<file path="src/design/ccd_pkg.sv">
// Package: descriptor tables, request codes and stream carriers for the module's USB identity
package ccd_pkg;

  // ---------------------------------------------------------------
  // Standard request decoding
  // ---------------------------------------------------------------
  localparam logic [7:0] CCD_REQTYPE_DEV_IN = 8'h80;
  localparam logic [7:0] CCD_REQ_GET_DESC   = 8'h06;
  localparam logic [7:0] CCD_DESC_DEVICE    = 8'h01;
  localparam logic [7:0] CCD_DESC_CONFIG    = 8'h02;
  localparam logic [7:0] CCD_DESC_STRING    = 8'h03;
  localparam logic [7:0] CCD_STR_COUNT      = 8'h04;

  // ---------------------------------------------------------------
  // Class codes and sizes
  // ---------------------------------------------------------------
  localparam logic [7:0] CCD_CLASS_MISC     = 8'hEF;
  localparam logic [7:0] CCD_DEV_SUBCLASS   = 8'h02;
  localparam logic [7:0] CCD_DEV_PROTOCOL   = 8'h01;
  localparam logic [7:0] CCD_FN_SUBCLASS    = 8'h07;
  localparam logic [7:0] CCD_PROTO_CMD      = 8'h01;
  localparam logic [7:0] CCD_PROTO_MEDIA    = 8'h02;
  localparam logic [1:0] CCD_ATTR_BULK      = 2'h2;
  localparam logic [6:0] CCD_EP0_MAX        = 7'h40;
  localparam logic [6:0] CCD_CMD_EP_MAX     = 7'h40;
  localparam logic [7:0] CCD_DEV_LEN        = 8'h12;
  localparam logic [7:0] CCD_CFG_LEN        = 8'h3F;
  localparam logic [7:0] CCD_LANG_LEN       = 8'h04;
  localparam logic [7:0] CCD_LANG_LO        = 8'h09;
  localparam logic [7:0] CCD_LANG_HI        = 8'h04;
  // Byte positions inside the tables, used by the checks
  localparam logic [6:0] CCD_POS_DEV_CLASS  = 7'h04;
  localparam logic [6:0] CCD_POS_IAD_CLASS  = 7'h0D;
  localparam logic [6:0] CCD_POS_CMD_PROTO  = 7'h18;
  localparam logic [6:0] CCD_POS_CMD_ATTR   = 7'h1D;
  localparam logic [6:0] CCD_POS_MED_PROTO  = 7'h2F;

  // Device descriptor; id bytes 8..11 are replaced by parameters
  localparam logic [7:0] CCD_DEV_ROM [18] = '{
    8'h12, 8'h01, 8'h00, 8'h02, 8'hEF, 8'h02, 8'h01, 8'h40, 8'h00,
    8'h00, 8'h00, 8'h00, 8'h00, 8'h01, 8'h00, 8'h00, 8'h00, 8'h01};

  // Configuration: header, association, command and media interfaces
  localparam logic [7:0] CCD_CFG_ROM [63] = '{
    8'h09, 8'h02, 8'h3F, 8'h00, 8'h02, 8'h01, 8'h00, 8'h80, 8'h32,
    8'h08, 8'h0B, 8'h00, 8'h02, 8'hEF, 8'h07, 8'h00, 8'h01,
    8'h09, 8'h04, 8'h00, 8'h00, 8'h02, 8'hEF, 8'h07, 8'h01, 8'h02,
    8'h07, 8'h05, 8'h81, 8'h02, 8'h40, 8'h00, 8'h00,
    8'h07, 8'h05, 8'h01, 8'h02, 8'h40, 8'h00, 8'h00,
    8'h09, 8'h04, 8'h01, 8'h00, 8'h02, 8'hEF, 8'h07, 8'h02, 8'h03,
    8'h07, 8'h05, 8'h82, 8'h02, 8'h00, 8'h02, 8'h00,
    8'h07, 8'h05, 8'h02, 8'h02, 8'h00, 8'h02, 8'h00};

  // Text of strings 1..3 in ASCII, widened to UTF-16 on the fly
  localparam logic [7:0] CCD_TEXT [66] = '{
    8'h44, 8'h56, 8'h42, 8'h20, 8'h43, 8'h6F, 8'h6D, 8'h6D, 8'h6F, 8'h6E,
    8'h20, 8'h49, 8'h6E, 8'h74, 8'h65, 8'h72, 8'h66, 8'h61, 8'h63, 8'h65,
    8'h44, 8'h56, 8'h42, 8'h2D, 8'h43, 8'h49, 8'h20, 8'h43, 8'h6F, 8'h6D,
    8'h6D, 8'h61, 8'h6E, 8'h64, 8'h20, 8'h49, 8'h6E, 8'h74, 8'h65, 8'h72,
    8'h66, 8'h61, 8'h63, 8'h65,
    8'h44, 8'h56, 8'h42, 8'h2D, 8'h43, 8'h49, 8'h20, 8'h4D, 8'h65, 8'h64,
    8'h69, 8'h61, 8'h20, 8'h49, 8'h6E, 8'h74, 8'h65, 8'h72, 8'h66, 8'h61,
    8'h63, 8'h65};
  localparam logic [6:0] CCD_STR_BASE [4] = '{7'h00, 7'h00, 7'h14, 7'h2C};
  localparam logic [7:0] CCD_STR_CHARS [4] = '{8'h00, 8'h14, 8'h18, 8'h16};

  // ---------------------------------------------------------------
  // Carriers
  // ---------------------------------------------------------------
  typedef struct packed {
    logic [7:0]  req_type;
    logic [7:0]  request;
    logic [15:0] value;
    logic [15:0] index;
    logic [15:0] length;
  } ccd_setup_t;

  typedef struct packed {
    logic [7:0] data;
    logic       last;
    logic       zlp_ok;
  } ccd_src_t;

  typedef struct packed {
    logic [7:0] data;
    logic       pkt_end;
    logic       zlp;
  } ccd_pkt_t;

  typedef enum logic [1:0] {CCD_SEL_DEV, CCD_SEL_CFG, CCD_SEL_STR} ccd_sel_t;

endpackage

</file>
<file path="src/design/ccd_desc_rom.sv">
// Descriptor table lookup: byte and length of the selected descriptor
`timescale 1ns/1ps
module ccd_desc_rom
  import ccd_pkg::*;
#(
  parameter logic [15:0] VENDOR_ID  = 16'h1234,  // Arbitrary value
  parameter logic [15:0] PRODUCT_ID = 16'h5678   // Arbitrary value
)
(
  input  wire ccd_pkg::ccd_sel_t sel,
  input  wire logic [1:0]        str_idx,
  input  wire logic [6:0]        addr,
  output logic [7:0]             data,
  output logic [7:0]             len
);

  logic [6:0] char_pos;
  logic [6:0] half;

  // ---------------------------------------------------------------
  // Table read
  // ---------------------------------------------------------------
  // Strings are kept as ASCII and widened here, which halves the table
  always_comb
  begin
    half     = 7'((addr - 7'h02) >> 1);
    char_pos = 7'(CCD_STR_BASE[str_idx] + half);
    data     = 8'h00;
    len      = 8'h00;
    unique case (sel)
      CCD_SEL_DEV:
      begin
        len = CCD_DEV_LEN;
        if (addr < 7'(CCD_DEV_LEN))
          data = CCD_DEV_ROM[addr[4:0]];
        if (addr == 7'h08) data = VENDOR_ID[7:0];
        if (addr == 7'h09) data = VENDOR_ID[15:8];
        if (addr == 7'h0A) data = PRODUCT_ID[7:0];
        if (addr == 7'h0B) data = PRODUCT_ID[15:8];
      end
      CCD_SEL_CFG:
      begin
        len = CCD_CFG_LEN;
        if (addr < 7'(CCD_CFG_LEN))
          data = CCD_CFG_ROM[addr[5:0]];
      end
      CCD_SEL_STR:
      begin
        if (str_idx == 2'h0)
        begin
          len = CCD_LANG_LEN;
          unique case (addr[1:0])
            2'h0: data = CCD_LANG_LEN;
            2'h1: data = CCD_DESC_STRING;
            2'h2: data = CCD_LANG_LO;
            2'h3: data = CCD_LANG_HI;
          endcase
        end
        else
        begin
          len = 8'(8'h02 + (CCD_STR_CHARS[str_idx] << 1));
          if (addr == 7'h00)
            data = len;
          else if (addr == 7'h01)
            data = CCD_DESC_STRING;
          else if (!addr[0] && addr < 7'(len))
            data = CCD_TEXT[char_pos];
        end
      end
      default:
      begin
        data = 8'h00;
        len  = 8'h00;
      end
    endcase
  end

endmodule

</file>
<file path="src/design/ccd_packetizer.sv">
// Splits a byte stream into full packets ending in a short or zero-length packet
`timescale 1ns/1ps
module ccd_packetizer
  import ccd_pkg::*;
#(
  parameter logic [6:0] MAX_PKT = CCD_EP0_MAX
)
(
  input  wire logic            clk,
  input  wire logic            rst,
  input  wire ccd_pkg::ccd_src_t src,
  input  wire logic            src_valid,
  output logic                 src_ready,
  output ccd_pkg::ccd_pkt_t    pkt,
  output logic                 pkt_valid,
  input  wire logic            pkt_ready
);

  logic [6:0] cnt;
  logic [6:0] next_cnt;
  ccd_pkt_t   next_pkt;
  logic       next_valid;
  logic       zlp_pend;
  logic       next_zlp_pend;
  logic       slot;
  logic       full;
  logic [7:0] beats;

  assign slot      = !pkt_valid || pkt_ready;
  assign src_ready = slot && !zlp_pend;
  assign full      = (cnt == 7'(MAX_PKT - 7'h01));

  // ---------------------------------------------------------------
  // Packet framing
  // ---------------------------------------------------------------
  // full packets, short or empty one closes
  always_comb
  begin
    next_cnt      = cnt;
    next_pkt      = pkt;
    next_valid    = pkt_valid && !pkt_ready;
    next_zlp_pend = zlp_pend;
    if (zlp_pend && slot)
    begin
      next_valid    = 1'b1;
      next_pkt      = '{data: 8'h00, pkt_end: 1'b1, zlp: 1'b1};
      next_zlp_pend = 1'b0;
    end
    else if (src_valid && src_ready)
    begin
      next_valid    = 1'b1;
      next_pkt      = '{data: src.data, pkt_end: src.last || full, zlp: 1'b0};
      next_cnt      = (src.last || full) ? 7'h00 : 7'(cnt + 7'h01);
      // A full last packet would look unfinished, so an empty one follows
      next_zlp_pend = src.last && full && src.zlp_ok;
    end
  end

  always_ff @(posedge clk or posedge rst)
  begin
    if (rst)
    begin
      cnt       <= 7'h00;
      pkt       <= '0;
      pkt_valid <= 1'b0;
      zlp_pend  <= 1'b0;
    end
    else
    begin
      cnt       <= next_cnt;
      pkt       <= next_pkt;
      pkt_valid <= next_valid;
      zlp_pend  <= next_zlp_pend;
    end
  end

  // Data beats already sent in the packet now on the output, for the checks
  always_ff @(posedge clk or posedge rst)
  begin
    if (rst)
      beats <= 8'h00;
    else if (pkt_valid && pkt_ready)
      beats <= pkt.pkt_end ? 8'h00 : 8'(beats + 8'h01);
  end

  a_pkt_size_limit: assert property (
    @(posedge clk) disable iff (rst)
    pkt_valid && !pkt.zlp |-> beats < 8'(MAX_PKT) && (pkt.pkt_end || beats < 8'(MAX_PKT - 7'h01)))
    else $error("packet grew past its maximum size");

  a_zlp_follows: assert property (
    @(posedge clk) disable iff (rst)
    src_valid && src_ready && src.last && src.zlp_ok && full
      |=> zlp_pend && !src_ready ##[0:64] (pkt_valid && pkt.zlp && beats == 8'h00))
    else $error("full final packet not followed by an empty one");

  a_out_hold: assert property (
    @(posedge clk) disable iff (rst)
    pkt_valid && !pkt_ready |=> pkt_valid && $stable(pkt))
    else $error("packet byte changed while stalled");

  a_zlp_is_end: assert property (
    @(posedge clk) disable iff (rst)
    pkt_valid && pkt.zlp |-> pkt.pkt_end && pkt.data == 8'h00 && beats == 8'h00)
    else $error("empty packet malformed");

endmodule

</file>
<file path="src/design/ccd_top.sv">
// Top: enumeration descriptor server and command endpoint framing
`timescale 1ns/1ps

// Function
// - Device class EF, subclass 02, protocol 01
// - One association for the common-interface function
// - Other functions may add their own associations
// - Association reports class EF, subclass 07
// - Protocol 01 command, 02 media interface
// - Function string names the common-interface function
// - Command interface class EF, string named
// - Media interface class EF, string named
// - Networking interfaces use Ethernet emulation codes
// - Full packets, final one short or empty
// - Command bulk IN and OUT, 64 bytes
// - One session unit per command transfer
module ccd_top
  import ccd_pkg::*;
#(
  parameter logic [15:0] VENDOR_ID  = 16'h1234,  // Arbitrary value
  parameter logic [15:0] PRODUCT_ID = 16'h5678   // Arbitrary value
)
(
  input  wire logic              clk,
  input  wire logic              rst,
  input  wire ccd_pkg::ccd_setup_t setup,
  input  wire logic              setup_valid,
  output ccd_pkg::ccd_pkt_t      ep0_in,
  output logic                   ep0_in_valid,
  input  wire logic              ep0_in_ready,
  output logic                   ep0_stall,
  input  wire ccd_pkg::ccd_src_t cmd_tx,
  input  wire logic              cmd_tx_valid,
  output logic                   cmd_tx_ready,
  output ccd_pkg::ccd_pkt_t      cmd_in,
  output logic                   cmd_in_valid,
  input  wire logic              cmd_in_ready,
  input  wire ccd_pkg::ccd_pkt_t cmd_out,
  input  wire logic              cmd_out_valid,
  output logic                   cmd_out_ready,
  output logic [7:0]             cmd_rx_data,
  output logic                   cmd_rx_valid,
  output logic                   cmd_rx_last,
  output logic                   cmd_rx_empty,
  input  wire logic              cmd_rx_ready
);
  import ccd_pkg::*;

  typedef enum logic {CCD_IDLE, CCD_SEND} ccd_state_t;

  ccd_state_t state;
  ccd_state_t next_state;
  ccd_sel_t   sel;
  ccd_sel_t   next_sel;
  logic [1:0] str_idx;
  logic [1:0] next_str_idx;
  logic [6:0] pos;
  logic [6:0] next_pos;
  logic [7:0] total;
  logic [7:0] next_total;
  logic       zlp_ok;
  logic       next_zlp_ok;
  logic       next_stall;
  ccd_src_t   feed;
  logic       feed_ready;
  logic [7:0] rom_data;
  logic [7:0] rom_len;
  ccd_sel_t   req_sel;
  logic [1:0] req_idx;
  logic       req_ok;
  logic [7:0] req_len;
  logic [7:0] req_total;

  // ---------------------------------------------------------------
  // Descriptor table
  // ---------------------------------------------------------------
  // device class codes in the constant table
  // further associations would extend the table
  // networking not built, so no emulation interface
  ccd_desc_rom #(
    .VENDOR_ID  (VENDOR_ID),
    .PRODUCT_ID (PRODUCT_ID)
  ) u_rom (
    .sel     (setup_valid ? req_sel : sel),      // A new setup sizes its own answer
    .str_idx (setup_valid ? req_idx : str_idx),
    .addr    (pos),
    .data    (rom_data),
    .len     (rom_len)
  );

  // ---------------------------------------------------------------
  // Request decode
  // ---------------------------------------------------------------
  // only standard get-descriptor is served
  always_comb
  begin
    req_sel = CCD_SEL_DEV;
    req_idx = setup.value[1:0];
    req_ok  = 1'b0;
    if (setup.req_type == CCD_REQTYPE_DEV_IN && setup.request == CCD_REQ_GET_DESC)
    begin
      if (setup.value[15:8] == CCD_DESC_DEVICE && setup.value[7:0] == 8'h00)
        req_ok = 1'b1;
      if (setup.value[15:8] == CCD_DESC_CONFIG && setup.value[7:0] == 8'h00)
      begin
        req_sel = CCD_SEL_CFG;
        req_ok  = 1'b1;
      end
      // string table carries the function name
      if (setup.value[15:8] == CCD_DESC_STRING && setup.value[7:0] < CCD_STR_COUNT)
      begin
        req_sel = CCD_SEL_STR;
        req_ok  = 1'b1;
      end
    end
    req_len   = rom_len;
    // Host limit trims the answer; a shorter answer needs an end marker
    req_total = (setup.length < {8'h00, req_len}) ? setup.length[7:0] : req_len;
  end

  // ---------------------------------------------------------------
  // Descriptor send sequencer
  // ---------------------------------------------------------------
  // A new setup always supersedes an answer still in progress
  always_comb
  begin
    next_state   = state;
    next_sel     = sel;
    next_str_idx = str_idx;
    next_pos     = pos;
    next_total   = total;
    next_zlp_ok  = zlp_ok;
    next_stall   = 1'b0;
    if (setup_valid)
    begin
      next_sel     = req_sel;
      next_str_idx = req_idx;
      next_pos     = 7'h00;
      next_total   = req_total;
      next_zlp_ok  = {8'h00, req_len} < setup.length;
      next_stall   = !req_ok;
      next_state   = (req_ok && req_total != 8'h00) ? CCD_SEND : CCD_IDLE;
    end
    else
    begin
      unique case (state)
        CCD_IDLE:
          next_state = CCD_IDLE;
        CCD_SEND:
          if (feed_ready)
          begin
            next_pos = 7'(pos + 7'h01);
            if (feed.last)
              next_state = CCD_IDLE;
          end
      endcase
    end
  end

  always_ff @(posedge clk or posedge rst)
  begin
    if (rst)
    begin
      state     <= CCD_IDLE;
      sel       <= CCD_SEL_DEV;
      str_idx   <= 2'h0;
      pos       <= 7'h00;
      total     <= 8'h00;
      zlp_ok    <= 1'b0;
      ep0_stall <= 1'b0;
    end
    else
    begin
      state     <= next_state;
      sel       <= next_sel;
      str_idx   <= next_str_idx;
      pos       <= next_pos;
      total     <= next_total;
      zlp_ok    <= next_zlp_ok;
      ep0_stall <= next_stall;
    end
  end

  assign feed = '{data: rom_data, last: ({1'b0, pos} == 8'(total - 8'h01)), zlp_ok: zlp_ok};

  // control answer framed into endpoint-zero packets
  ccd_packetizer #(
    .MAX_PKT (CCD_EP0_MAX)
  ) u_ep0_pack (
    .clk       (clk),
    .rst       (rst),
    .src       (feed),
    .src_valid (state == CCD_SEND && !setup_valid),
    .src_ready (feed_ready),
    .pkt       (ep0_in),
    .pkt_valid (ep0_in_valid),
    .pkt_ready (ep0_in_ready)
  );

  // ---------------------------------------------------------------
  // Command IN endpoint
  // ---------------------------------------------------------------
  // Core's end flag is used as is; the empty-packet choice is always on
  ccd_src_t   cmd_feed;
  assign cmd_feed = '{data: cmd_tx.data, last: cmd_tx.last, zlp_ok: 1'b1};

  // bulk IN sized at 64 bytes
  // one session unit per transfer, empty packet if full
  ccd_packetizer #(
    .MAX_PKT (CCD_CMD_EP_MAX)
  ) u_cmd_pack (
    .clk       (clk),
    .rst       (rst),
    .src       (cmd_feed),
    .src_valid (cmd_tx_valid),
    .src_ready (cmd_tx_ready),
    .pkt       (cmd_in),
    .pkt_valid (cmd_in_valid),
    .pkt_ready (cmd_in_ready)
  );

  // ---------------------------------------------------------------
  // Command OUT endpoint
  // ---------------------------------------------------------------
  logic [6:0] rx_cnt;
  logic [6:0] next_rx_cnt;
  logic [7:0] next_rx_data;
  logic       next_rx_valid;
  logic       next_rx_last;
  logic       next_rx_empty;

  assign cmd_out_ready = !cmd_rx_valid || cmd_rx_ready;

  // a short or empty packet ends the session unit
  always_comb
  begin
    next_rx_cnt   = rx_cnt;
    next_rx_data  = cmd_rx_data;
    next_rx_valid = cmd_rx_valid && !cmd_rx_ready;
    next_rx_last  = cmd_rx_last;
    next_rx_empty = cmd_rx_empty;
    if (cmd_out_valid && cmd_out_ready)
    begin
      next_rx_valid = 1'b1;
      next_rx_data  = cmd_out.zlp ? 8'h00 : cmd_out.data;
      next_rx_empty = cmd_out.zlp;
      next_rx_last  = cmd_out.zlp ||
                      (cmd_out.pkt_end && rx_cnt != 7'(CCD_CMD_EP_MAX - 7'h01));
      next_rx_cnt   = (cmd_out.pkt_end || cmd_out.zlp) ? 7'h00 : 7'(rx_cnt + 7'h01);
    end
  end

  always_ff @(posedge clk or posedge rst)
  begin
    if (rst)
    begin
      rx_cnt       <= 7'h00;
      cmd_rx_data  <= 8'h00;
      cmd_rx_valid <= 1'b0;
      cmd_rx_last  <= 1'b0;
      cmd_rx_empty <= 1'b0;
    end
    else
    begin
      rx_cnt       <= next_rx_cnt;
      cmd_rx_data  <= next_rx_data;
      cmd_rx_valid <= next_rx_valid;
      cmd_rx_last  <= next_rx_last;
      cmd_rx_empty <= next_rx_empty;
    end
  end

  // ---------------------------------------------------------------
  // Checks
  // ---------------------------------------------------------------
  a_dev_class_code: assert property (
    @(posedge clk) disable iff (rst)
    !setup_valid && state == CCD_SEND && sel == CCD_SEL_DEV && pos == CCD_POS_DEV_CLASS
      |-> feed.data == CCD_CLASS_MISC)
    else $error("device class byte wrong");

  a_iad_class_code: assert property (
    @(posedge clk) disable iff (rst)
    !setup_valid && state == CCD_SEND && sel == CCD_SEL_CFG && pos == CCD_POS_IAD_CLASS
      |-> feed.data == CCD_CLASS_MISC)
    else $error("association class byte wrong");

  a_intf_protocols: assert property (
    @(posedge clk) disable iff (rst)
    !setup_valid && state == CCD_SEND && sel == CCD_SEL_CFG
      |-> (pos != CCD_POS_CMD_PROTO || feed.data == CCD_PROTO_CMD) &&
          (pos != CCD_POS_MED_PROTO || feed.data == CCD_PROTO_MEDIA))
    else $error("interface protocol byte wrong");

  a_cmd_ep_bulk: assert property (
    @(posedge clk) disable iff (rst)
    !setup_valid && state == CCD_SEND && sel == CCD_SEL_CFG &&
      (pos == CCD_POS_CMD_ATTR || pos == 7'(CCD_POS_CMD_ATTR + 7'h01))
      |-> ((pos == CCD_POS_CMD_ATTR) ? feed.data[1:0] == CCD_ATTR_BULK
                                     : feed.data == {1'b0, CCD_CMD_EP_MAX}))
    else $error("command endpoint not bulk");

  a_bad_req_stall: assert property (
    @(posedge clk) disable iff (rst)
    setup_valid && setup.request != CCD_REQ_GET_DESC |=> ep0_stall && state == CCD_IDLE)
    else $error("unsupported request not stalled");

  a_answer_length: assert property (
    @(posedge clk) disable iff (rst)
    setup_valid && req_ok && setup.length != 16'h0000
      |=> state == CCD_SEND && total != 8'h00 && {8'h00, total} <= setup.length)
    else $error("answer longer than the host asked for");

  a_rx_short_ends: assert property (
    @(posedge clk) disable iff (rst)
    cmd_out_valid && cmd_out_ready && cmd_out.pkt_end && rx_cnt < 7'h3F
      |=> cmd_rx_valid && cmd_rx_last)
    else $error("short packet did not end the unit");

endmodule

</file>
<file path="config.mk">
export PLATFORM = sky130hd
export DESIGN_NAME = ccd_top
export DESIGN_NICKNAME = d
export VERILOG_FILES = /design/src/design/ccd_pkg.sv /design/src/design/ccd_desc_rom.sv /design/src/design/ccd_packetizer.sv /design/src/design/ccd_top.sv
export SDC_FILE = /design/constraint.sdc
export NUM_CORES = 1
export LEC_CHECK = 0
export BUFFER_PORTS_ARGS = -buffer_cell sky130_fd_sc_hd__buf_2
export CORE_MARGIN = 2
export CORE_UTILIZATION = 56
export CTS_CLUSTER_SIZE = 24
export DETAILED_ROUTE_END_ITERATION = 16
export GPL_ROUTABILITY_DRIVEN = 0
export PLACE_DENSITY = 0.81
export SYNTH_ARGS = -nofsm -noshare
export SYNTH_HDL_FRONTEND = slang
export SYNTH_SLANG_ARGS = --single-unit
</file>
<file path="constraint.sdc">
create_clock -name clk -period 4.9 [get_ports clk]
set_input_delay 0.49 -clock clk [delete_from_list [all_inputs] [get_ports clk]]
set_output_delay 0.49 -clock clk [all_outputs]
set_load 0.01 [all_outputs]
</file>
== Word-level counts from Yosys, hierarchy flattened ==
Memories as Yosys holds them, arrays and structs flattened.
Cells that the tools add are included.
Operators by class
  $add $sub $neg: 8
  order comparisons: 10
  equal/unequal tests: 19
  muxes and demuxes: 62
  bitwise operators: 7
  reductions and logical operators: 53
Operators by type and width (count)
  $mux W8: 19
  $pmux W8 S3: 3
  $mux W7: 10
  $mux W10: 4
  $add A7 B1 Y7 const B: 4
  $eq A7 B4 Y1 const B: 4
  $logic_and A1 B1 Y1: 21
  $mux W1: 19
  $bmux W8 S2: 1
  $eq A8 B2 Y1 const B: 2
  $lt A16 B8 Y1: 1
  $lt A8 B16 Y1: 1
  $bmux W7 S2: 1
  $eq A7 B6 Y1 const B: 2
  $logic_not A1 Y1: 11
  $add A2 B8 Y8 const A: 1
  $eq A7 B8 Y1: 1
  $eq A8 B1 Y1 const B: 1
  $eq A8 B3 Y1 const B: 1
  $eq A8 B8 Y1 const B: 1
  $ge A8 B8 Y1 const B: 1
  $logic_not A8 Y1: 1
  $lt A8 B3 Y1 const B: 1
  $mux W2: 4
  26 further kinds: 44
Word-level totals
  bits in registers: 78
  memory bits (read-only): 1792
  bits of input ports: 92
  word-level logic and storage cells: 186
  memories kept: 3
Memories
  (name not given): words 128, width 8, rd ports 1, clocked after memory_dff 0, write ports 0, line ccd_desc_rom.sv:67  | data = CCD_TEXT[char_pos];
  (name not given): words 64, width 8, rd ports 1, clocked after memory_dff 0, write ports 0, line ccd_desc_rom.sv:45  | data = CCD_CFG_ROM[addr[5:0]];
  (name not given): words 32, width 8, rd ports 1, clocked after memory_dff 0, write ports 0, line ccd_desc_rom.sv:35  | data = CCD_DEV_ROM[addr[4:0]];

== Logic depth before layout (Yosys ltp) ==
  word-level depth: 17
  depth in mapped cells: 15
  mapped depth without buffers: 12

== Cells and area by module ==
Synthesis repeated with hierarchy kept, for this count alone.
Unflattened totals
  cells, all modules: 758
  area, all modules: 6411.1 µm²
By module, submodules not included
  ccd_top: times used 1, cells an instance 259, area each 2339.7 µm²
  ccd_desc_rom: times used 1, cells an instance 347, area each 2329.7 µm²
  ccd_packetizer: times used 2, cells an instance 76, area each 870.8 µm²

== Least setup slack after synthesis ==
OpenSTA, ideal clock, no wires.
  path type: input port to flip-flop
  start point: input setup_valid
  end point: register total[0]
  setup time: 79 ps
  arrival: 3615 ps
  path slack: 1206 ps
  stages: 13
  path buffers: 2
  path through: buf_1 -> mux2i_1 -> ha_1 -> clkbuf_1 -> inv_1 -> nand2_1 -> a2bb2oi_1 -> ha_1 -> a2111oi_0 -> a21oi_1 -> o21ai_1 -> mux2_2 -> mux2i_1
Between the ends
  longest elaborated chain between the ends: 10
Ends and longest elaborated chain
  from (decl): line ccd_top.sv:27  | input wire logic setup_valid,
  $mux W2
  $not A2 Y3 (implied by the code): line ccd_desc_rom.sv:61  | len = 8'(8'h02 + (CCD_STR_CHARS[str_idx] << 1));
  $bmux W8 S2: line ccd_desc_rom.sv:61
  $mux W7 (implied by the code) (2 in series): line ccd_desc_rom.sv:61
  $add A2 B8 Y8: line ccd_desc_rom.sv:61
  $mux W8: line ccd_desc_rom.sv:49  | if (str_idx == 2'h0)
  $pmux W8 S3: line ccd_desc_rom.sv:30  | unique case (sel)
  $lt A16 B8 Y1: line ccd_top.sv:118  | req_total = (setup.length < {8'h00, req_len}) ? setup.length[7:0] : req_len;
  $mux W8: line ccd_top.sv:118
  to (signal assigned): line ccd_top.sv:178  | total <= next_total;
  to (decl): line ccd_top.sv:59  | logic [7:0] total;
Several ways; a longest one is shown, not always the timed one. The select of a mux whose other input is x is not followed.
A chain may end at the register's enable or synchronous reset.

== Final worst setup path ==
  start point: register pos[2]
  end point: register u_ep0_pack.pkt[4] in the netlist's numbering
Between the ends
  longest elaborated chain between the ends: 13
Ends and longest elaborated chain
  from (decl): line ccd_top.sv:57  | logic [6:0] pos;
  from (signal assigned): line ccd_top.sv:177  | pos <= next_pos;
  $sub A7 B2 Y7: line ccd_desc_rom.sv:26  | half = 7'((addr - 7'h02) >> 1);
  $add A7 B6 Y7: line ccd_desc_rom.sv:27  | char_pos = 7'(CCD_STR_BASE[str_idx] + half);
  $not A7 Y8 (implied by the code): line ccd_desc_rom.sv:67
  $mem_v2 Z128 W8
  $mux W8 (implied by the code) (2 in series): line ccd_desc_rom.sv:67
  $mux W8: line ccd_desc_rom.sv:66  | else if (!addr[0] && addr < 7'(len))
  $mux W8: line ccd_desc_rom.sv:64  | else if (addr == 7'h01)
  $mux W8: line ccd_desc_rom.sv:62  | if (addr == 7'h00)
  $mux W8: line ccd_desc_rom.sv:49
  $pmux W8 S3 *: line ccd_desc_rom.sv:30
  $mux W10 *: line ccd_packetizer.sv:49  | else if (src_valid && src_ready)
  $mux W10 *: line ccd_packetizer.sv:43  | if (zlp_pend && slot)
  to (signal assigned): line ccd_packetizer.sv:71  | pkt <= next_pkt;
  to (decl): line ccd_packetizer.sv:14  | output ccd_pkg::ccd_pkt_t pkt,
Every way passes the cells marked *; elsewhere a longest branch is shown, timed or not. The select of a mux whose other input is x is not followed.

==> out/metrics.csv <==
metric,value,unit
global-route wire length before repair,26900,microns
Routed WL,17180,microns
Post-CTS Hold Buffers,0,
area grow syn2layout,14.71,%
final setup margin,727.5,ps
Yosys top cell by area,dfrtp_1,
r2r setup slk,730,ps
Leak,0.003303,uW
CTS sink cnt,78,
Ys Warns,0,
antenna-violating nets left,0,
Least-Margin Pin Slew,962.4,ps
Critical R2R Capture,u_ep0_pack.pkt[4],
most frequent CP cell,ha_1,
IO Pins,128,
Cell Rows,38,
Worst R2R Start,pos[2],
routed vias,6340,
GRT Resource Usage Total,28.38,%
CTS root buffer,clkbuf_8,
relative slew slack,35.84,%
critical path endpoint,u_ep0_pack.pkt[4],
port buffer count,110,
dpl ws,894.3,ps
Post-synth EDFFs,0,
synthesized area per cell,8.290,sq um
Mapped Nets,887,
post-placement cell area,6922,sq um
htree depth,3,
DP HPWL,12520,microns
"Net count, final",984,
worst ir drop on vdd,140.5,uV
antenna cells,0,
max cap viols,0,
Worst-path clk slew,100,ps
Die Span Y,109.7,microns
setup_tns,0,ps
Mapped Area,6251,sq um
vias in the first global route,5784,
drt drc,0,
Iter 0 DRT Violations,687,
RSZ-0062 raised after global routing,false,
worst skew pair latency,370,ps
DR WL/cell,17.25,microns
sequential share of the synthesized area,31.22,%
Num CTS Buffers,9,
"Arr. time, crit path",4440,ps
crit start category,flop,
Worst R2R Path Depth,10,
Resize count post-CTS,0,
chip width,109.7,microns
Worst Setup Path Type,flop to flop,
critical path's largest stage delay,1050,ps
Final Cell Area,7171,sq um
crit path time final,4172,ps
Crit path buffers/inverters,1,
CTS tree,built,
Yosys cell types,83,
Synth area leaders,"dfrtp_1, ha_1, nand2_1, o21ai_0, nor2_1",
final setup skew,18.09,ps
Critical Path Stages,10,
Synth top area share,31.22,%
Initial Utilization,57.41,%
final setup vio count,0,
FMAX,0.2397,GHz
status,"finished, final reports clean",
layout cells sized above 1,20.79,%
GRT overflow,0,
DIE AREA,12020,sq um
"Max FO, Critical Path",26,
CP Capture Type,flop,
#FFs+latches synth,78,
core area,10890,sq um
slowest CP cell,fa_1,
PD cells,241.6,nW/um^2
Most used DFF post-synth,dfrtp_1,
Slew Limit Fails,0,
CTS max path bufs,2,
Worst Path Required,5170,ps
Critical Path Source,pos[2],
Hold Path Class,input port to flop,
fin crit share,85.15,%
DR pass1 iterations,6,
"CP delay by family, top",adder cells,
initial antenna violation count,0,
Avg Vias per Cell,6.365,
post-synthesis instance total,754,
Post-CTS Setup Repair Bufs,0,
largest net degree at the start of global routing,79,
crit path cell chain,inv_1 > ha_1 > xor2_1 > ha_1 > fa_1 > nor2b_1 > o311ai_0 > mux2_2 > o2111ai_1 > a211o_1,
Final Hold Violating Endpoints,0,
Post-synth ARST share,100.0,%
-- per-layer routing --
metal / wire, microns / vias up / GRT usage (%)
li1: - / 2933 / -
met1: 6877 / 2957 / 35.59
met2: 7984 / 398 / 47.62
met3: 1798 / 52 / 5.928
met4: 522 / 0 / 11.57
met5: 0 / - / 0
-- cell families after synthesis --
group / after synthesis / synth area share [%]
adder cells (fa/ha/maj): 42 / 8.487
flip-flops: 78 / 31.22
XOR/XNOR: 25 / 3.503
AND/OR/NAND/NOR: 311 / 25.34
AO/OA/AOI/OAI: 203 / 22.40
multiplexers: 24 / 4.363
buffers and inverters: 71 / 4.684
-- layout by cell type (no fill, tap or decap), types with 10 or more instances in the layout --
cell type  instances
buf_4             16
nor4_1            10
nor2_1            51
a21oi_1           37
ha_1              40
buf_2            110
inv_1             29
nand3_1           29
o21ai_0           59
and2_1            10
mux2i_1           16
dfrtp_1           78
xnor2_1           14
nor3_1            18
nand4_1           12
nand2_1          103
xor2_1            11
nand2b_1          23
nor2b_1           13
-- where the power goes --
part           switching [uW]  internal (uW)  total (uW)
Sequential               25.2            679         705
Combinational             242            165         408
Clock                     274            346         620
Total                     541           1190        1730
-- sequential cells by signal, indices dropped and copies added (netlist names), 2 cells and up --
name	cells
u_cmd_pack.pkt	10
u_ep0_pack.pkt	10
cmd_rx_data	8
total	8
pos	7
rx_cnt	7
u_cmd_pack.cnt	7
u_ep0_pack.cnt	7
sel	2
str_idx	2
-- worst min path at each step --
stage,start,endpoint,slack [ps],cells past startpoint
finish,cmd_tx[6],u_cmd_pack.pkt[6],320,3
detailed placement,cmd_rx_data[5],cmd_rx_data[5],470,2
global placement,cmd_rx_data[4],cmd_rx_data[4],460,2
CTS,cmd_tx[6],u_cmd_pack.pkt[6],310,3
floorplan,u_cmd_pack.cnt[6],u_cmd_pack.cnt[6],460,1
global route,cmd_tx[2],u_cmd_pack.pkt[2],330,3
-- final cells by class --
| type | count | area (sq um) |
|---|---|---|
| fill | 899 | 3717 |
| clock inverter | 7 | 125.1 |
| multi-input combinational | 605 | 4006 |
| inverter | 31 | 117.6 |
| tap | 140 | 175.2 |
| timing repair buffer | 126 | 670.6 |
| sequential | 78 | 1952 |
| clock buffer | 9 | 123.9 |
-- cell usage after synthesis (all sizes together) (3+ instances only) --
master,count
a2111oi,4
a211o,4
a211oi,6
a21o,4
a21oi,37
a22o,5
a31oi,6
a32o,4
and2,10
and3,10
buf,16
clkbuf,24
dfrtp,78
ha,40
inv,30
mux2,6
mux2i,16
nand2,103
nand2b,23
nand3,31
nand4,12
nor2,54
nor2b,13
nor3,19
nor3b,4
nor4,11
nor4b,4
o2111ai,4
o211ai,5
o21a,6
o21ai,62
o21bai,5
o221ai,4
o311ai,4
o31ai,9
o41ai,3
or2,5
or3,4
xnor2,14
xor2,11
-- worst min-delay path, cell delays in order --
cell	delay, ps
buf_2	70
nand2_1	40
nand2_1	40
-- metrics by stage --
| step | instances | power (uW) | util, % | hold WS [ps] |
|---|---|---|---|---|
| 2_1_floorplan | 754 | 982.7 | - | 458.2 |
| 5_1_grt | 996 | 1815 | 65.86 | 325.1 |
| 3_3_place_gp | 980 | 1094 | 63.57 | 459.4 |
| 3_5_place_dp | 980 | 1116 | 63.57 | 469.6 |
| 4_1_cts | 996 | 1732 | 65.86 | 313.4 |
| 6_report | 996 | 1732 | 65.86 | 318.1 |
(Power assumes the default switching activity.)
